### src/logic/flash_lock_pkg.sv
`default_nettype none
package flash_lock_pkg;
	// register byte addresses (each register one aligned word)
	localparam logic [11:0] ADDR_LOCK_CONFIG  = 12'h004;
	localparam logic [11:0] ADDR_FACTORY_TEST = 12'h008;
	localparam logic [11:0] ADDR_IRQ_KEY_GATE = 12'h00C;
	localparam logic [11:0] ADDR_PROTECT      = 12'h010;
	// lock configuration fields
	localparam int BACKDOOR_EN_HI = 7;
	localparam int BACKDOOR_EN_LO = 6;
	localparam int LOCK_STATE_HI  = 1;
	localparam int LOCK_STATE_LO  = 0;
	localparam logic [1:0] BACKDOOR_ENABLED = 2'h2;
	localparam logic [1:0] LOCK_UNLOCKED    = 2'h2;
	localparam logic [7:0] USER_FLAGS_MASK  = 8'h3C;
	// irq / key gate fields
	localparam int BUF_EMPTY_IE_BIT = 7;
	localparam int CMD_DONE_IE_BIT  = 6;
	localparam int KEY_GATE_BIT     = 5;
	localparam logic [7:0] IRQ_KEY_GATE_RESET = 8'h00;
	// protect fields
	localparam int POLARITY_BIT   = 7;
	localparam int HIGH_DIS_BIT   = 5;
	localparam int HIGH_SIZE_HI   = 4;
	localparam int HIGH_SIZE_LO   = 3;
	localparam int LOW_DIS_BIT    = 2;
	localparam int LOW_SIZE_HI    = 1;
	localparam int LOW_SIZE_LO    = 0;
	// reset-load source locations in the flash array
	localparam logic [15:0] LOCK_LOAD_ADDR    = 16'hFF0F;
	localparam logic [15:0] PROTECT_LOAD_ADDR = 16'hFF0D;
	// protected range geometry
	localparam logic [15:0] HIGH_RANGE_END = 16'hFFFF;
	localparam logic [15:0] LOW_RANGE_BASE = 16'h4000;
	localparam logic [15:0] HIGH_START_0 = 16'hF800;
	localparam logic [15:0] HIGH_START_1 = 16'hF000;
	localparam logic [15:0] HIGH_START_2 = 16'hE000;
	localparam logic [15:0] HIGH_START_3 = 16'hC000;
	localparam logic [15:0] LOW_END_0 = 16'h43FF;
	localparam logic [15:0] LOW_END_1 = 16'h47FF;
	localparam logic [15:0] LOW_END_2 = 16'h4FFF;
	localparam logic [15:0] LOW_END_3 = 16'h5FFF;
	// reset loader sequence
	typedef enum logic [1:0] {LD_LOCK, LD_PROT, LD_DONE} load_state_e;
endpackage
`default_nettype wire

### src/logic/flash_lock_and_protect_regs.sv
// Chosen here: the APB register port.
`timescale 1ns/1ps
`default_nettype none
module flash_lock_and_protect_regs (
	input  wire logic        pclk,
	input  wire logic        presetn,
	input  wire logic        psel,
	input  wire logic        penable,
	input  wire logic        pwrite,
	input  wire logic [11:0] paddr,
	input  wire logic [31:0] pwdata,
	input  wire logic [3:0]  pstrb,
	output logic      [31:0] prdata,
	output logic             pready,
	output logic             pslverr,
	output logic             nvm_rd_req,
	output logic      [15:0] nvm_rd_addr,
	input  wire logic [7:0]  nvm_rd_data,
	input  wire logic        nvm_rd_valid,
	output logic             load_done,
	input  wire logic        backdoor_unlock,
	input  wire logic        buffer_empty_flag,
	input  wire logic        cmd_done_flag,
	output logic             flash_irq,
	output logic             unlocked,
	output logic             backdoor_allowed,
	output logic             key_write_gate,
	output logic             array_read_invalid,
	input  wire logic        op_req,
	input  wire logic        op_mass_erase,
	input  wire logic [15:0] op_addr,
	output logic             op_grant,
	output logic             protect_violation_flag
);
	import flash_lock_pkg::*;

	logic [7:0]  lock_config_reg;
	logic [7:0]  irq_key_gate_reg;
	logic [7:0]  irq_key_gate_next;
	logic [7:0]  protect_reg;
	logic [7:0]  protect_next;
	logic [31:0] prdata_next;
	load_state_e load_state_reg;

	// bus decode: single-cycle slave, every access finishes in its
	// access phase; pready is tied high because every register is a
	// plain flop and the read mux settles well inside one cycle, so
	// a wait state would only cost bus time for nothing
	// only byte lane 0 carries register bits; the upper lanes of
	// pwdata are ignored and read back as zero
	wire acc        = psel & penable;
	wire wr_en      = acc & pwrite & pstrb[0];
	wire hit_lock   = (paddr == ADDR_LOCK_CONFIG);
	wire hit_test   = (paddr == ADDR_FACTORY_TEST);
	wire hit_gate   = (paddr == ADDR_IRQ_KEY_GATE);
	wire hit_prot   = (paddr == ADDR_PROTECT);
	wire hit_any    = hit_lock | hit_test | hit_gate | hit_prot;
	wire [7:0] wb   = pwdata[7:0];
	assign pready   = 1'b1;
	assign pslverr  = acc & ~hit_any;

	// per-register write strobes; none fire while the reset load runs,
	// so a write racing the loader can never be half overwritten
	wire wr_gate    = wr_en & hit_gate & load_done;
	wire wr_prot    = wr_en & hit_prot & load_done;

	// reset loader: registers stay inert until both bytes arrived;
	// the lock byte comes first so security is settled before the
	// protection byte, and the request stays up until the array
	// answers, however slowly it does so
	wire loading    = (load_state_reg != LD_DONE);
	assign load_done   = ~loading;
	assign nvm_rd_req  = loading;
	assign nvm_rd_addr = (load_state_reg == LD_LOCK) ? LOCK_LOAD_ADDR
		: PROTECT_LOAD_ADDR;

	// lock decode: only the code 10 opens either door; every other
	// code, an erased or half-programmed byte too, keeps the part
	// locked and the backdoor shut, and both stay low until the
	// byte has actually been loaded
	wire [1:0] bd_code   = lock_config_reg[BACKDOOR_EN_HI:BACKDOOR_EN_LO];
	wire [1:0] lock_code = lock_config_reg[LOCK_STATE_HI:LOCK_STATE_LO];
	assign backdoor_allowed = load_done & (bd_code == BACKDOOR_ENABLED);
	assign unlocked         = load_done & (lock_code == LOCK_UNLOCKED);
	// user flag bits 5-2 only travel to the read path

	// control register write: reserved bits forced zero; the key gate
	// bit keeps its value on a write while the backdoor is shut, the
	// two enables beside it still take the written value
	wire       gate_ok  = backdoor_allowed;
	wire [7:0] gate_old = irq_key_gate_reg;
	always_comb begin
		irq_key_gate_next = gate_old;
		if (wr_gate) begin
			irq_key_gate_next[BUF_EMPTY_IE_BIT] = wb[BUF_EMPTY_IE_BIT];
			irq_key_gate_next[CMD_DONE_IE_BIT]  = wb[CMD_DONE_IE_BIT];
			if (gate_ok)
				irq_key_gate_next[KEY_GATE_BIT] = wb[KEY_GATE_BIT];
		end
	end

	// interrupt request, straight from enables and flags; no latch
	// here, so the line drops as soon as the status logic clears the
	// flag, and the request cannot outlive its cause
	wire irq_be = irq_key_gate_reg[BUF_EMPTY_IE_BIT] & buffer_empty_flag;
	wire irq_cd = irq_key_gate_reg[CMD_DONE_IE_BIT] & cmd_done_flag;
	assign flash_irq = irq_be | irq_cd;

	// key gate: sequencer diverts array writes, array reads marked bad;
	// both views come from the same flop so they can never disagree
	assign key_write_gate     = irq_key_gate_reg[KEY_GATE_BIT];
	assign array_read_invalid = irq_key_gate_reg[KEY_GATE_BIT];

	// protection scenario: polarity, high disable, low disable
	function automatic logic [2:0] scen(input logic [7:0] p);
		scen = {p[POLARITY_BIT], p[HIGH_DIS_BIT], p[LOW_DIS_BIT]};
	endfunction

	// a write is legal only if it keeps or adds protection, read from
	// {polarity, high disable, low disable}: with polarity set a
	// disable bit may only be cleared, which arms one more range;
	// with polarity clear it may only be set, which closes an open
	// range; the polarity bit never moves in a legal write, since the
	// open-polarity group can expose ranges the old scenario covered
	function automatic logic scen_ok(input logic [2:0] f, input logic [2:0] t);
		logic ok;
		ok = 1'b0;
		case (f)
			3'h7: begin
				ok = t[2];
			end
			3'h6: begin
				ok = t[2] & ~t[0];
			end
			3'h5: begin
				ok = t[2] & ~t[1];
			end
			3'h4: begin
				ok = (t == 3'h4);
			end
			3'h3: begin
				ok = (t == 3'h3);
			end
			3'h2: begin
				ok = ~t[2] & t[1];
			end
			3'h1: begin
				ok = ~t[2] & t[0];
			end
			3'h0: begin
				ok = ~t[2];
			end
			default: begin
				ok = 1'b0;
			end
		endcase
		scen_ok = ok;
	endfunction

	// protect register write candidate: polarity may only drop, bit 6
	// is an inert flag kept as loaded, and each size field only takes
	// the new value while its disable bit is already set, so with
	// polarity set a range can still be resized in the write that arms it
	wire [7:0] pold = protect_reg;
	logic [7:0] pcand;
	always_comb begin
		pcand = pold;
		pcand[POLARITY_BIT] = pold[POLARITY_BIT] & wb[POLARITY_BIT];
		pcand[6] = pold[6];
		pcand[HIGH_DIS_BIT] = wb[HIGH_DIS_BIT];
		pcand[LOW_DIS_BIT]  = wb[LOW_DIS_BIT];
		if (pold[HIGH_DIS_BIT])
			pcand[HIGH_SIZE_HI:HIGH_SIZE_LO] = wb[HIGH_SIZE_HI:HIGH_SIZE_LO];
		if (pold[LOW_DIS_BIT])
			pcand[LOW_SIZE_HI:LOW_SIZE_LO] = wb[LOW_SIZE_HI:LOW_SIZE_LO];
	end

	// the whole write is dropped when its scenario would remove
	// protection; no field of it lands and software sees no error,
	// so a read back is the only way to learn the write was refused
	wire [2:0] scen_from  = scen(pold);
	wire [2:0] scen_to    = scen(pcand);
	wire       prot_legal = scen_ok(scen_from, scen_to);
	assign protect_next   = (wr_prot && prot_legal) ? pcand : pold;

	// range decode: the high range always ends at the top of the map
	// and grows downward, the low range always starts at its fixed
	// base and grows upward; both bounds are inclusive, so the last
	// byte of a range is protected like the first
	wire [1:0] hs = protect_reg[HIGH_SIZE_HI:HIGH_SIZE_LO];
	wire [1:0] ls = protect_reg[LOW_SIZE_HI:LOW_SIZE_LO];
	wire [15:0] high_start = (hs == 2'h0) ? HIGH_START_0 :
		(hs == 2'h1) ? HIGH_START_1 :
		(hs == 2'h2) ? HIGH_START_2 : HIGH_START_3;
	wire [15:0] low_end = (ls == 2'h0) ? LOW_END_0 :
		(ls == 2'h1) ? LOW_END_1 :
		(ls == 2'h2) ? LOW_END_2 : LOW_END_3;
	wire in_high = (op_addr >= high_start) && (op_addr <= HIGH_RANGE_END);
	wire in_low  = (op_addr >= LOW_RANGE_BASE) && (op_addr <= low_end);
	wire pol     = protect_reg[POLARITY_BIT];
	wire hdis    = protect_reg[HIGH_DIS_BIT];
	wire ldis    = protect_reg[LOW_DIS_BIT];

	// polarity set: cleared disable protects its range; cleared
	// polarity: everything protected except ranges whose disable is clear
	// both polarities share one range match, only its sense flips;
	// a mass erase looks at no address at all, it needs the fully
	// open scenario, and until the reset load is over every op is
	// held off without raising the violation flag
	wire prot_pos = (~hdis & in_high) | (~ldis & in_low);
	wire open_neg = (~hdis & in_high) | (~ldis & in_low);
	wire addr_protected = pol ? prot_pos : ~open_neg;
	wire all_open = pol & hdis & ldis;
	wire op_bad = op_mass_erase ? ~all_open : addr_protected;
	wire op_go  = op_req & load_done;
	assign op_grant = op_go & ~op_bad;

	// read mux; the factory test slot and unmapped words read zero
	// the data is gated to the access phase of a read, so prdata sits
	// at zero between transfers instead of echoing the last register
	always_comb begin
		prdata_next = 32'h0000_0000;
		if (hit_lock)
			prdata_next[7:0] = lock_config_reg;
		else if (hit_gate)
			prdata_next[7:0] = irq_key_gate_reg;
		else if (hit_prot)
			prdata_next[7:0] = protect_reg;
		else if (hit_test)
			prdata_next[7:0] = 8'h00;
	end
	assign prdata = (acc && !pwrite) ? prdata_next : 32'h0000_0000;

	// reset loader sequence; each step waits for its own byte, and an
	// illegal state falls back to the start rather than to done, so a
	// glitch can only delay the load, never skip it
	always_ff @(posedge pclk or negedge presetn) begin
		if (!presetn) begin
			load_state_reg <= LD_LOCK;
		end else begin
			case (load_state_reg)
				LD_LOCK: begin
					if (nvm_rd_valid)
						load_state_reg <= LD_PROT;
				end
				LD_PROT: begin
					if (nvm_rd_valid)
						load_state_reg <= LD_DONE;
				end
				LD_DONE: begin
					load_state_reg <= LD_DONE;
				end
				default: begin
					load_state_reg <= LD_LOCK;
				end
			endcase
		end
	end

	// lock register: no bus write path at all, backdoor forces unlocked
	// the reset value reads as locked with the backdoor shut, so the
	// part is safe even before the loader has fetched the real byte;
	// an unlock only touches the state field, the flags stay as loaded
	always_ff @(posedge pclk or negedge presetn) begin
		if (!presetn) begin
			lock_config_reg <= 8'h00;
		end else if (load_state_reg == LD_LOCK && nvm_rd_valid) begin
			lock_config_reg <= nvm_rd_data;
		end else if (load_done && backdoor_unlock && backdoor_allowed) begin
			lock_config_reg[LOCK_STATE_HI:LOCK_STATE_LO] <= LOCK_UNLOCKED;
		end
	end

	// control register; reset leaves both interrupts off and the key
	// gate shut, so array writes start out as plain commands
	always_ff @(posedge pclk or negedge presetn) begin
		if (!presetn)
			irq_key_gate_reg <= IRQ_KEY_GATE_RESET;
		else
			irq_key_gate_reg <= irq_key_gate_next;
	end

	// protect register; the loaded byte wins over any bus write in the
	// same cycle, and the reset value only stands until that byte
	// arrives, while every op is refused anyway
	always_ff @(posedge pclk or negedge presetn) begin
		if (!presetn)
			protect_reg <= 8'h00;
		else if (load_state_reg == LD_PROT && nvm_rd_valid)
			protect_reg <= nvm_rd_data;
		else
			protect_reg <= protect_next;
	end

	// violation flag: refused op sets it, cleared by the grant
	// of a fresh legal op; set wins over clear
	always_ff @(posedge pclk or negedge presetn) begin
		if (!presetn)
			protect_violation_flag <= 1'b0;
		else if (op_go && op_bad)
			protect_violation_flag <= 1'b1;
		else if (op_grant)
			protect_violation_flag <= 1'b0;
	end
endmodule
`default_nettype wire

### config.mk
export PLATFORM = sky130hd
export DESIGN_NAME = flash_lock_and_protect_regs
export DESIGN_NICKNAME = d
export VERILOG_FILES = /design/src/logic/flash_lock_pkg.sv /design/src/logic/flash_lock_and_protect_regs.sv
export SDC_FILE = /design/constraint.sdc
export NUM_CORES = 1
export LEC_CHECK = 0
export ABC_AREA = 1
export ABC_CLOCK_PERIOD_IN_PS = 5000
export BUFFER_PORTS_ARGS = -buffer_cell sky130_fd_sc_hd__buf_2
export CAP_MARGIN = 15
export CORE_MARGIN = 2
export CORE_UTILIZATION = 45
export CTS_CLUSTER_DIAMETER = 100
export DETAILED_ROUTE_END_ITERATION = 16
export GPL_TIMING_DRIVEN = 0
export PLACE_DENSITY_LB_ADDON = 0.15
export SLEW_MARGIN = 30
export SYNTH_ARGS = -nofsm -noshare
export SYNTH_HDL_FRONTEND = slang
export SYNTH_SLANG_ARGS = --single-unit
### constraint.sdc
create_clock -name pclk -period 5 [get_ports pclk]
set_input_delay 0.5 -clock pclk [delete_from_list [all_inputs] [get_ports pclk]]
set_output_delay 0.5 -clock pclk [all_outputs]
set_load 0.05 [all_outputs]
==> qor.yml, run 1 <==
clocking:
  cts_buffers: 3
  cts_tree: "yes"
  clock_latency_ns: 0.26
  clockBufferDepth: 2
  cts-root-buf: "clkbuf_8"
  ctsResizeCount: 0
  cts_hold_buffers: 0
  cts_num_sinks: 22
  clk_pin_slew_worst_paths_ns: 0.09
  htreeDepth: 1
  post_cts_buffers: 0
setup_path:
  path_cells: "nand2_1, inv_1, ha_1, nand2_1, nor2_1, inv_1, nor2_1, nand2_1, nand2_1, nand2_1, nand2_1, nand2_1, nand2_1, nand2_1, a21oi_1, buf_2"
  crit_arrival_ns: 2.19
  crit_fanout: 5
  crit_type: "register to output pin"
  cp.required_ns: 4.50
  critPathCaptureType: "output pin"
  path_delay_family: "simple AND/OR/NAND/NOR gates"
  r2r_slack_ns: 3.25
  crit_top_cell: "nand2_1"
  slowest_stage: "dfrtp_1"
  critPathMaxStageDelay_ns: 0.42
  path_buf_inv: 3
  worstSetupStartpointType: "register"
sta:
  fmax_mhz: 372.0
  tns_ns: 0
  final.period_utilization_pct: 53.76
  hold_viol: 0
  fin_skew_ns: 0.006301
  finalSetupViolCount: 0
  fin_crit_ns: 2.688
  final_max_slew_viol_count: 0
  rsz0062_at_grt: "no"
place:
  place_congestion: 0.8075
  portBuffers: 74
  place_hpwl_um: 3990
logic_synthesis:
  ys_warn_count: 0
  yosysMostFrequentCell: "nand2_1"
  netlist_area_mm2: 0.002071
  ys.flop_type: "dfrtp_1"
  syn_inst: 313
  yosys.area.top_type_share_pct: 26.59
  synth_common_cells: "nand2_1, inv_1, buf_4, nor2_1, o21ai_0"
  yosysTopAreaCell: "dfrtp_1"
  synth_cell_types: 32
  yosysSeqAreaShare_pct: 26.59
  synth_edf_count: 0
  synth-seq-cells: 22
  syn_area_per_cell_um2: 6.616
  async_flop_share_pct: 100.0
  synthTopCellsByArea: "dfrtp_1, buf_4, nand2_1, inv_1, o21ai_0"
global_route:
  globalRouteTotalUtil_pct: 17.72
  grt_use_met2_pct: 32.00
  grt_pass1_wl_um: 7479
  top_usage_layer: "met2"
  grt_antenna_before_repair: 0
  first_global_vias: 1805
  grt_max_degree: 23
  use_met1_pct: 22.97
  overflow: 0
  use_met3_pct: 2.532
power_and_ir_drop:
  combPwrFrac_pct: 53.9
  cellLeakagePower_nw: 1.666
  vdd_drop_max_mv: 0.3319
  switchingPower_w: 0.0004793
  p_clk_share_pct: 13.4
  power_frac_seq_pct: 32.7
  intPower_w: 0.0004848
  sw_frac_of_total_pct: 49.72
  power_density_mw_per_mm2: 356.5
route:
  wl_um: 4598
  drt_iter0_markers: 78
  drtPass1Iterations: 4
  vias: 2084
  drc: 0
  avgRoutedWirePerCell_um: 9.559
  via_per_inst: 4.333
  drtAntennaViolNets: 0
cells_and_area:
  antenna_cells: 0
  fin_util_pct: 61.67
  synthToLayoutAreaGrowth_pct: 30.57
  drive_gt1_share_pct: 31.00
  layout.nets: 522
floorplanning:
  rows: 24
  die_area_mm2: 0.005160
  core_mm2: 0.004384
  io_pins: 142
  die_w_um: 71.84
  initial_core_util_pct: 47.23
  die_y_um: 71.84
run:
  cap_violations: 0
status:
  outcome: "completed"
min_path:
  holdCritPathClass: "primary input to async pin"
-- worst register-to-register path: stages, from the launching register on --
cell,delay (ns)
dfrtp_1,0.42
nand2_1,0.07
inv_1,0.04
ha_1,0.28
nand2_1,0.06
nor2_1,0.12
inv_1,0.05
nor2_1,0.09
nand2_1,0.06
nand2_1,0.06
nand2_1,0.06
nand2_1,0.07
nand2_1,0.04
nand2_1,0.06
nand2_1,0.06
nand3_1,0.06
nand2_1,0.05
-- placed cells by master, fill, tap and decap left out, types with 2 or more instances in the layout --
cell type	instances
buf_2	74
nand2_2	3
buf_4	41
inv_1	53
nand2_1	78
nand3_1	14
clkbuf_8	4
mux2i_1	2
conb_1	40
o21ai_0	23
a21oi_2	3
dfrtp_1	22
o221ai_1	2
nor2_1	28
clkbuf_1	2
nor3_1	2
ha_1	9
a21oi_1	13
-- worst paths after layout --
kind,cells past startpoint,end,from
min reg2reg,2,lock_config_reg[3],lock_config_reg[3]
max reg2reg,16,protect_violation_flag,pold[4]
min,1,load_state_reg[1],presetn
max,16,op_grant,pold[4]
max in group asynchronous,1,protect_violation_flag,presetn
min in group pclk,3,gate_old[6],pwdata[6]
-- power by group through the flow --
stage	Sequential [W]	Clock [W]	Combinational, W
4_1_cts	0.000315	0.000131	0.000524
2_1_floorplan	0.000314	0	0.000404
6_report	0.000315	0.000129	0.000520
5_1_grt	0.000325	0.000136	0.000585
3_3_place_gp	0.000315	0	0.000511
3_5_place_dp	0.000318	0	0.000523
-- routing by layer --
layer	vias up	share of wire, %
met5	-	0
met4	0	0.41
met3	2	8.3
met2	81	48
met1	876	43
li1	1125	-
-- kinds of logic (layout without fill, tap and decap cells) --
| logic type | Yosys count | in the layout | share of synthesized area, % |
|---|---|---|---|
| mux | 3 | 3 | 1.511 |
| flops | 22 | 22 | 26.59 |
| simple gates | 135 | 135 | 28.40 |
| buf+inv | 97 | 175 | 25.38 |
| compound gates | 45 | 45 | 12.33 |
| other cells | 2 | 40 | 0.3627 |
| fa+ha+maj | 9 | 9 | 5.438 |
-- metrics by stage --
stage                     instance area (um2)  setup WS, ns  power (W)  hold WS, ns  instances
after floorplan                          2213         2.008  0.0007178       0.2044        351
after CTS                                2704         2.294  0.0009699       0.2068        481
after global placement                   2649         2.496  0.0008260       0.4652        477
final                                    2704         2.312  0.0009640       0.1885        481
after detailed placement                 2649         2.476  0.0008408       0.4711        477
after global routing                     2704         2.040   0.001046       0.2225        481
-- cell type report --
type,count,area [um2]
inverter,53,198.9
sequential,22,550.5
clock buffer,4,55.05
tap,52,65.06
timing repair buffer,74,370.4
fill,452,1680
buffer,44,326.6
multi-input combinational,232,1137
No activity file was read; power rests on OpenSTA's default activity.
==> run 2, diff against run 1 <==
- ABC_CLOCK_PERIOD_IN_PS: 5000 -> 2400
- CORE_UTILIZATION: 45 -> 38
- clock period: 5 -> 2.4 ns (I/O delays scaled with it)
==> run 2 against run 1 <==
  * Setup slack got worse by 2.2 ns
  * Worst hold slack got worse by 0.0050 ns
  * Final area increased by 3.2%
  * Utilization decreased by 7.7 points
  * Cell count increased by 4.0%
  * Clock-buffer cell count decreased by 1
  * Register-to-register slack got worse by 2.6 ns
  * Sequential share of layout area decreased by 0.63 points
  * Sequential cell count unchanged
  * Wire length increased by 4.5%
==> qor.yml, run 2 (same netlist as run 1, synthesis figures left out) <==
status:
  outcome: "completed"
setup_path:
  critPathMaxStageDelay_ns: 0.42
  slowest_stage: "dfrtp_1"
  critPathCaptureType: "output pin"
  crit_arrival_ns: 2.07
  path_cells: "nand2_1, inv_2, ha_4, nand2_2, nor2_2, inv_1, nor2_2, nand2_1, nand2_1, nand2_1, nand2_1, nand2_1, nand2_1, nand2_2, a21oi_2, buf_6"
  worstSetupStartpointType: "register"
  crit_type: "register to output pin"
  crit_top_cell: "nand2_1"
  crit_fanout: 5
  cp.required_ns: 2.16
cells_and_area:
  layout_common_cells: "nand2_1, buf_2, inv_1, buf_4, conb_1"
  final_area_mm2: 0.002790
  drive_gt1_share_pct: 33.72
  final_common_cell: "nand2_1"
  final_cells: 500
  antenna_cells: 0
  layout.nets: 524
  synthToLayoutAreaGrowth_pct: 34.74
sta:
  fmax_mhz: 432.6
  max-slew-margin-rel_pct: 65.57
  fin_skew_ns: 0.003194
  setup_ws_ns: 0.08851
  worst_pin_slew_ns: 0.5165
  final.period_utilization_pct: 96.31
  rsz0062_at_grt: "yes"
  hold_viol: 0
  fin_crit_ns: 2.311
  final_max_slew_viol_count: 0
  finalSetupViolCount: 0
place:
  portBuffers: 74
  dp.cells: 495
  dpl_cell_area_mm2: 0.002676
  place_hpwl_um: 4092
  pre_cts_slack_ns: 0.2639
  place_congestion: 0.8596
floorplanning:
  die_area_mm2: 0.006056
  initial_core_util_pct: 40.03
  rows: 26
  core_mm2: 0.005172
  die_y_um: 77.82
  io_pins: 142
  die_w_um: 77.82
clocking:
  cts_tree: "yes"
  clock_latency_ns: 0.26
  cts_buffers: 3
  cts_num_sinks: 22
  clockBufferDepth: 2
  htreeDepth: 1
  clk_pin_slew_worst_paths_ns: 0.08
  cts-root-buf: "clkbuf_8"
global_route:
  first_global_vias: 1850
  grt_max_degree: 23
  overflow: 0
  globalRouteTotalUtil_pct: 15.80
  grt_antenna_before_repair: 0
  grt_pass1_wl_um: 7955
route:
  drtPass1Iterations: 4
  vias: 2094
  via_per_inst: 4.188
  wl_um: 4807
  drc: 0
  drtAntennaViolNets: 0
  drt_iter0_markers: 56
  avgRoutedWirePerCell_um: 9.614
run:
  cap_violations: 0
power_and_ir_drop:
  power_density_mw_per_mm2: 727.6
  vdd_drop_max_mv: 0.5116
  cellLeakagePower_nw: 1.670
min_path:
  holdCritPathClass: "primary input to register"
[run 2: cell count changes in the layout (fill, tap and decap cells not counted), moves of 2 or more]
cell	before	now
ha_1	9	7
ha_4	0	2
nand2_1	78	76
nand2_2	3	5
nor2_1	28	24
nor2_2	0	4
[run 2: critical path: cells and delay by family, from the launching register on]
family	cells	cell delay, ns
flops	1	0.42
buf+inv	3	0.26
compound gates	1	0.14
simple gates	11	0.72
fa+ha+maj	1	0.26
[run 2: metrics by stage]
| step | total power, W | utilization (%) | setup TNS, ns | hold WS, ns |
|---|---|---|---|---|
| after detailed placement | 0.001751 | 51.74 | 0 | 0.2454 |
| after global routing | 0.002234 | 53.94 | -0.09267 | 0.1884 |
| after CTS | 0.001987 | 52.78 | 0 | 0.1823 |
| after floorplan | 0.001501 | - | 0 | -0.05559 |
| final | 0.002030 | 53.94 | 0 | 0.1835 |
| after global placement | 0.001732 | 51.74 | 0 | 0.2444 |
[run 2: layout make-up]
type,count,area (um2)
Timing Repair Buffer,76,394.1
Tap cell,70,87.58
Multi-Input combinational cell,232,1191
Fill cell,567,2382
Inverter,53,198.9
Buffer,44,326.6
Clock buffer,3,41.29
Sequential cell,22,550.5
[run 2: report_power, final]
group	internal, W	total, W	switching, W
clock network	0.000112	0.000227	0.000115
logic	0.000374	0.00115	0.000781
registers	0.000526	0.000649	0.000123
[run 2: worst paths after layout]
| check | cells past startpoint | startpoint | slack (ns) | to |
|---|---|---|---|---|
| worst max-delay path | 16 | pold[4] | 0.09 | op_grant |
| worst min-delay path | 3 | pwdata[6] | 0.18 | gate_old[6] |
| worst max register to register | 16 | pold[4] | 0.68 | protect_violation_flag |
| worst min register to register | 2 | protect_violation_flag | 0.48 | protect_violation_flag |
| max in group asynchronous | 2 | presetn | 1.57 | pold[7] |
| min in group asynchronous | 2 | presetn | 0.49 | load_state_reg[0] |
[run 2: per-layer routing]
layer / routed length, um / vias up / part of all wire (%) / global-route usage, %
li1: - / 1130 / - / -
met2: 2249 / 67 / 47 / 27.84
met4: 22 / 0 / 0.46 / 3.393
met1: 2215 / 895 / 46 / 20.27
met3: 320 / 2 / 6.7 / 2.442
met5: 0 / - / 0 / 0
[run 2: repair_timing]
action                     4_1_cts  5_1_grt
pin swaps                        0       11
hold endpoints to repair        22        0
hold buffers                     1        0
resized for setup                1       13
buffers inserted                 0        1
setup endpoints to repair        1        1
==> run 3, diff against run 2 <==
- GPL_TIMING_DRIVEN: 0 -> not set
- SKIP_LAST_GASP: not set -> 1
==> run 3 against run 2 <==
  * Wire length is 3.9% lower
  * Non-clock buffer count shrank 40
  * Cell count is 7.8% lower
  * Clock power grew 55%
  * Global-route usage down 0.90 points
  * Via count down 6.1%
  * Largest power group unchanged
==> qor.yml, run 3 (same netlist as run 1, synthesis figures left out) <==
status:
  outcome: "completed"
place:
  portBuffers: 74
  dpl_cell_area_mm2: 0.002357
  place_hpwl_um: 3848
  place_congestion: 0.8122
  pre_cts_slack_ns: 0.2390
global_route:
  overflow: 0
  grt_max_degree: 23
  grt_pass1_wl_um: 7472
  first_global_vias: 1802
  grt_antenna_before_repair: 0
  globalRouteTotalUtil_pct: 14.90
power_and_ir_drop:
  vdd_drop_max_mv: 0.5175
  power_frac_seq_pct: 30.2
  fin_total_pwr_w: 0.002120
  p_clk_share_pct: 16.6
  intPower_w: 0.001095
  sw_frac_of_total_pct: 48.34
  switchingPower_w: 0.001025
  combPwrFrac_pct: 53.2
  power_density_mw_per_mm2: 846.8
  cellLeakagePower_nw: 1.486
setup_path:
  crit_arrival_ns: 2.12
  r2r_end: "protect_violation_flag"
  rr_startpoint: "pold[4]"
  reg2regPathDepth: 16
  r2r_slack_ns: 0.64
  cp.required_ns: 2.16
  critPathCaptureType: "output pin"
  worstSetupStartpointType: "register"
  crit_type: "register to output pin"
  crit_fanout: 4
sta:
  tns_ns: 0
  worst_pin_slew_ns: 0.5079
  fmax_mhz: 424.2
  hold_viol: 0
  max-slew-margin-rel_pct: 66.14
  final_max_slew_viol_count: 0
  hold_slack_ns: 0.1786
  setup_ws_ns: 0.04284
  finalSetupViolCount: 0
  fin_skew_ns: 0.005179
  final.period_utilization_pct: 98.21
  fin_crit_ns: 2.357
  rsz0062_at_grt: "yes"
clocking:
  clockBufferDepth: 2
  clk_pin_slew_worst_paths_ns: 0.09
  cts-root-buf: "clkbuf_8"
  cts_buffers: 3
  htreeDepth: 1
  cts_num_sinks: 22
  cts_tree: "yes"
  clock_latency_ns: 0.26
cells_and_area:
  synthToLayoutAreaGrowth_pct: 20.91
  drive_gt1_share_pct: 26.85
  layout.nets: 484
  antenna_cells: 0
  final_common_cell: "nand2_1"
  final_area_mm2: 0.002504
  layout_common_cells: "nand2_1, buf_2, inv_1, conb_1, nor2_1"
run:
  cap_violations: 0
min_path:
  holdCritPathClass: "primary input to register"
  holdPathEnd: "gate_old[6]"
  hold_depth: 3
  hp-start: "pwdata[6]"
route:
  drtAntennaViolNets: 0
  wl_um: 4619
  vias: 1966
  avgRoutedWirePerCell_um: 10.02
  drtPass1Iterations: 4
  via_per_inst: 4.265
  drt_iter0_markers: 63
  drc: 0
floorplanning:
  die_w_um: 77.82
  core_mm2: 0.005172
  initial_core_util_pct: 40.03
  io_pins: 142
  rows: 26
  die_y_um: 77.82
  die_area_mm2: 0.006056
-- run 3: area by class of cell --
| cell class | count | area, um2 |
|---|---|---|
| clock buffer | 3 | 41.29 |
| clock inverter | 1 | 30.03 |
| fill | 591 | 2669 |
| inverter | 53 | 198.9 |
| multi-input combinational | 232 | 1171 |
| sequential | 22 | 550.5 |
| tap | 70 | 87.58 |
| timing repair buffer | 80 | 424.2 |
-- run 3: worst max-delay path by stage --
stage,startpoint,endpoint,slack [ns]
final,pold[4],op_grant,0.04
after floorplan,pold[4],op_grant,0.01
after global routing,pold[4],op_grant,-0.13
after CTS,pold[4],op_grant,0.01
after global placement,pold[4],op_grant,0.23
after detailed placement,pold[4],op_grant,0.24
-- run 3: metal layers --
layer	vias up	GRT usage, %	routed length [um]
met3	2	3.256	337
li1	1045	-	-
met1	848	19.23	2050
met2	71	26.21	2216
met4	0	1.607	15
met5	-	0	0
-- run 3: repair_timing --
action,CTS,global route
resized for setup,1,10
setup buffers,2,2
endpoints found under the hold margin,22,0
pin swaps,1,8
hold buffers,1,0
setup endpoints to repair,1,1
-- run 3: worst max-delay path: stages (launching register included) --
cell and delay (ns):
dfrtp_1 0.42, nand2_1 0.10, inv_2 0.05, ha_4 0.26, nand2_2 0.04, nor2_2 0.11
inv_1 0.04, nor2_1 0.11, nand2_1 0.06, nand2_1 0.05, nand2_1 0.06, nand2_1 0.06
nand2_1 0.05, nand2_2 0.07, nand2_2 0.05, a21oi_2 0.14, buf_6 0.17
-- run 3: power groups by stage --
stage | combinational, W | clock, W | sequential, W
detailed placement | 0.00103 | 0 | 0.000657
CTS | 0.00107 | 0.000358 | 0.000643
finish | 0.00113 | 0.000352 | 0.000640
global route | 0.00127 | 0.000372 | 0.000667
floorplan | 0.000845 | 0 | 0.000656
global placement | 0.00102 | 0 | 0.000655
-- run 3: stage by stage --
| step | std cells | utilization, % |
|---|---|---|
| after floorplan | 351 | - |
| after global placement | 452 | 45.57 |
| after detailed placement | 452 | 45.57 |
| after CTS | 459 | 47.48 |
| after global routing | 461 | 48.40 |
| final | 461 | 48.40 |
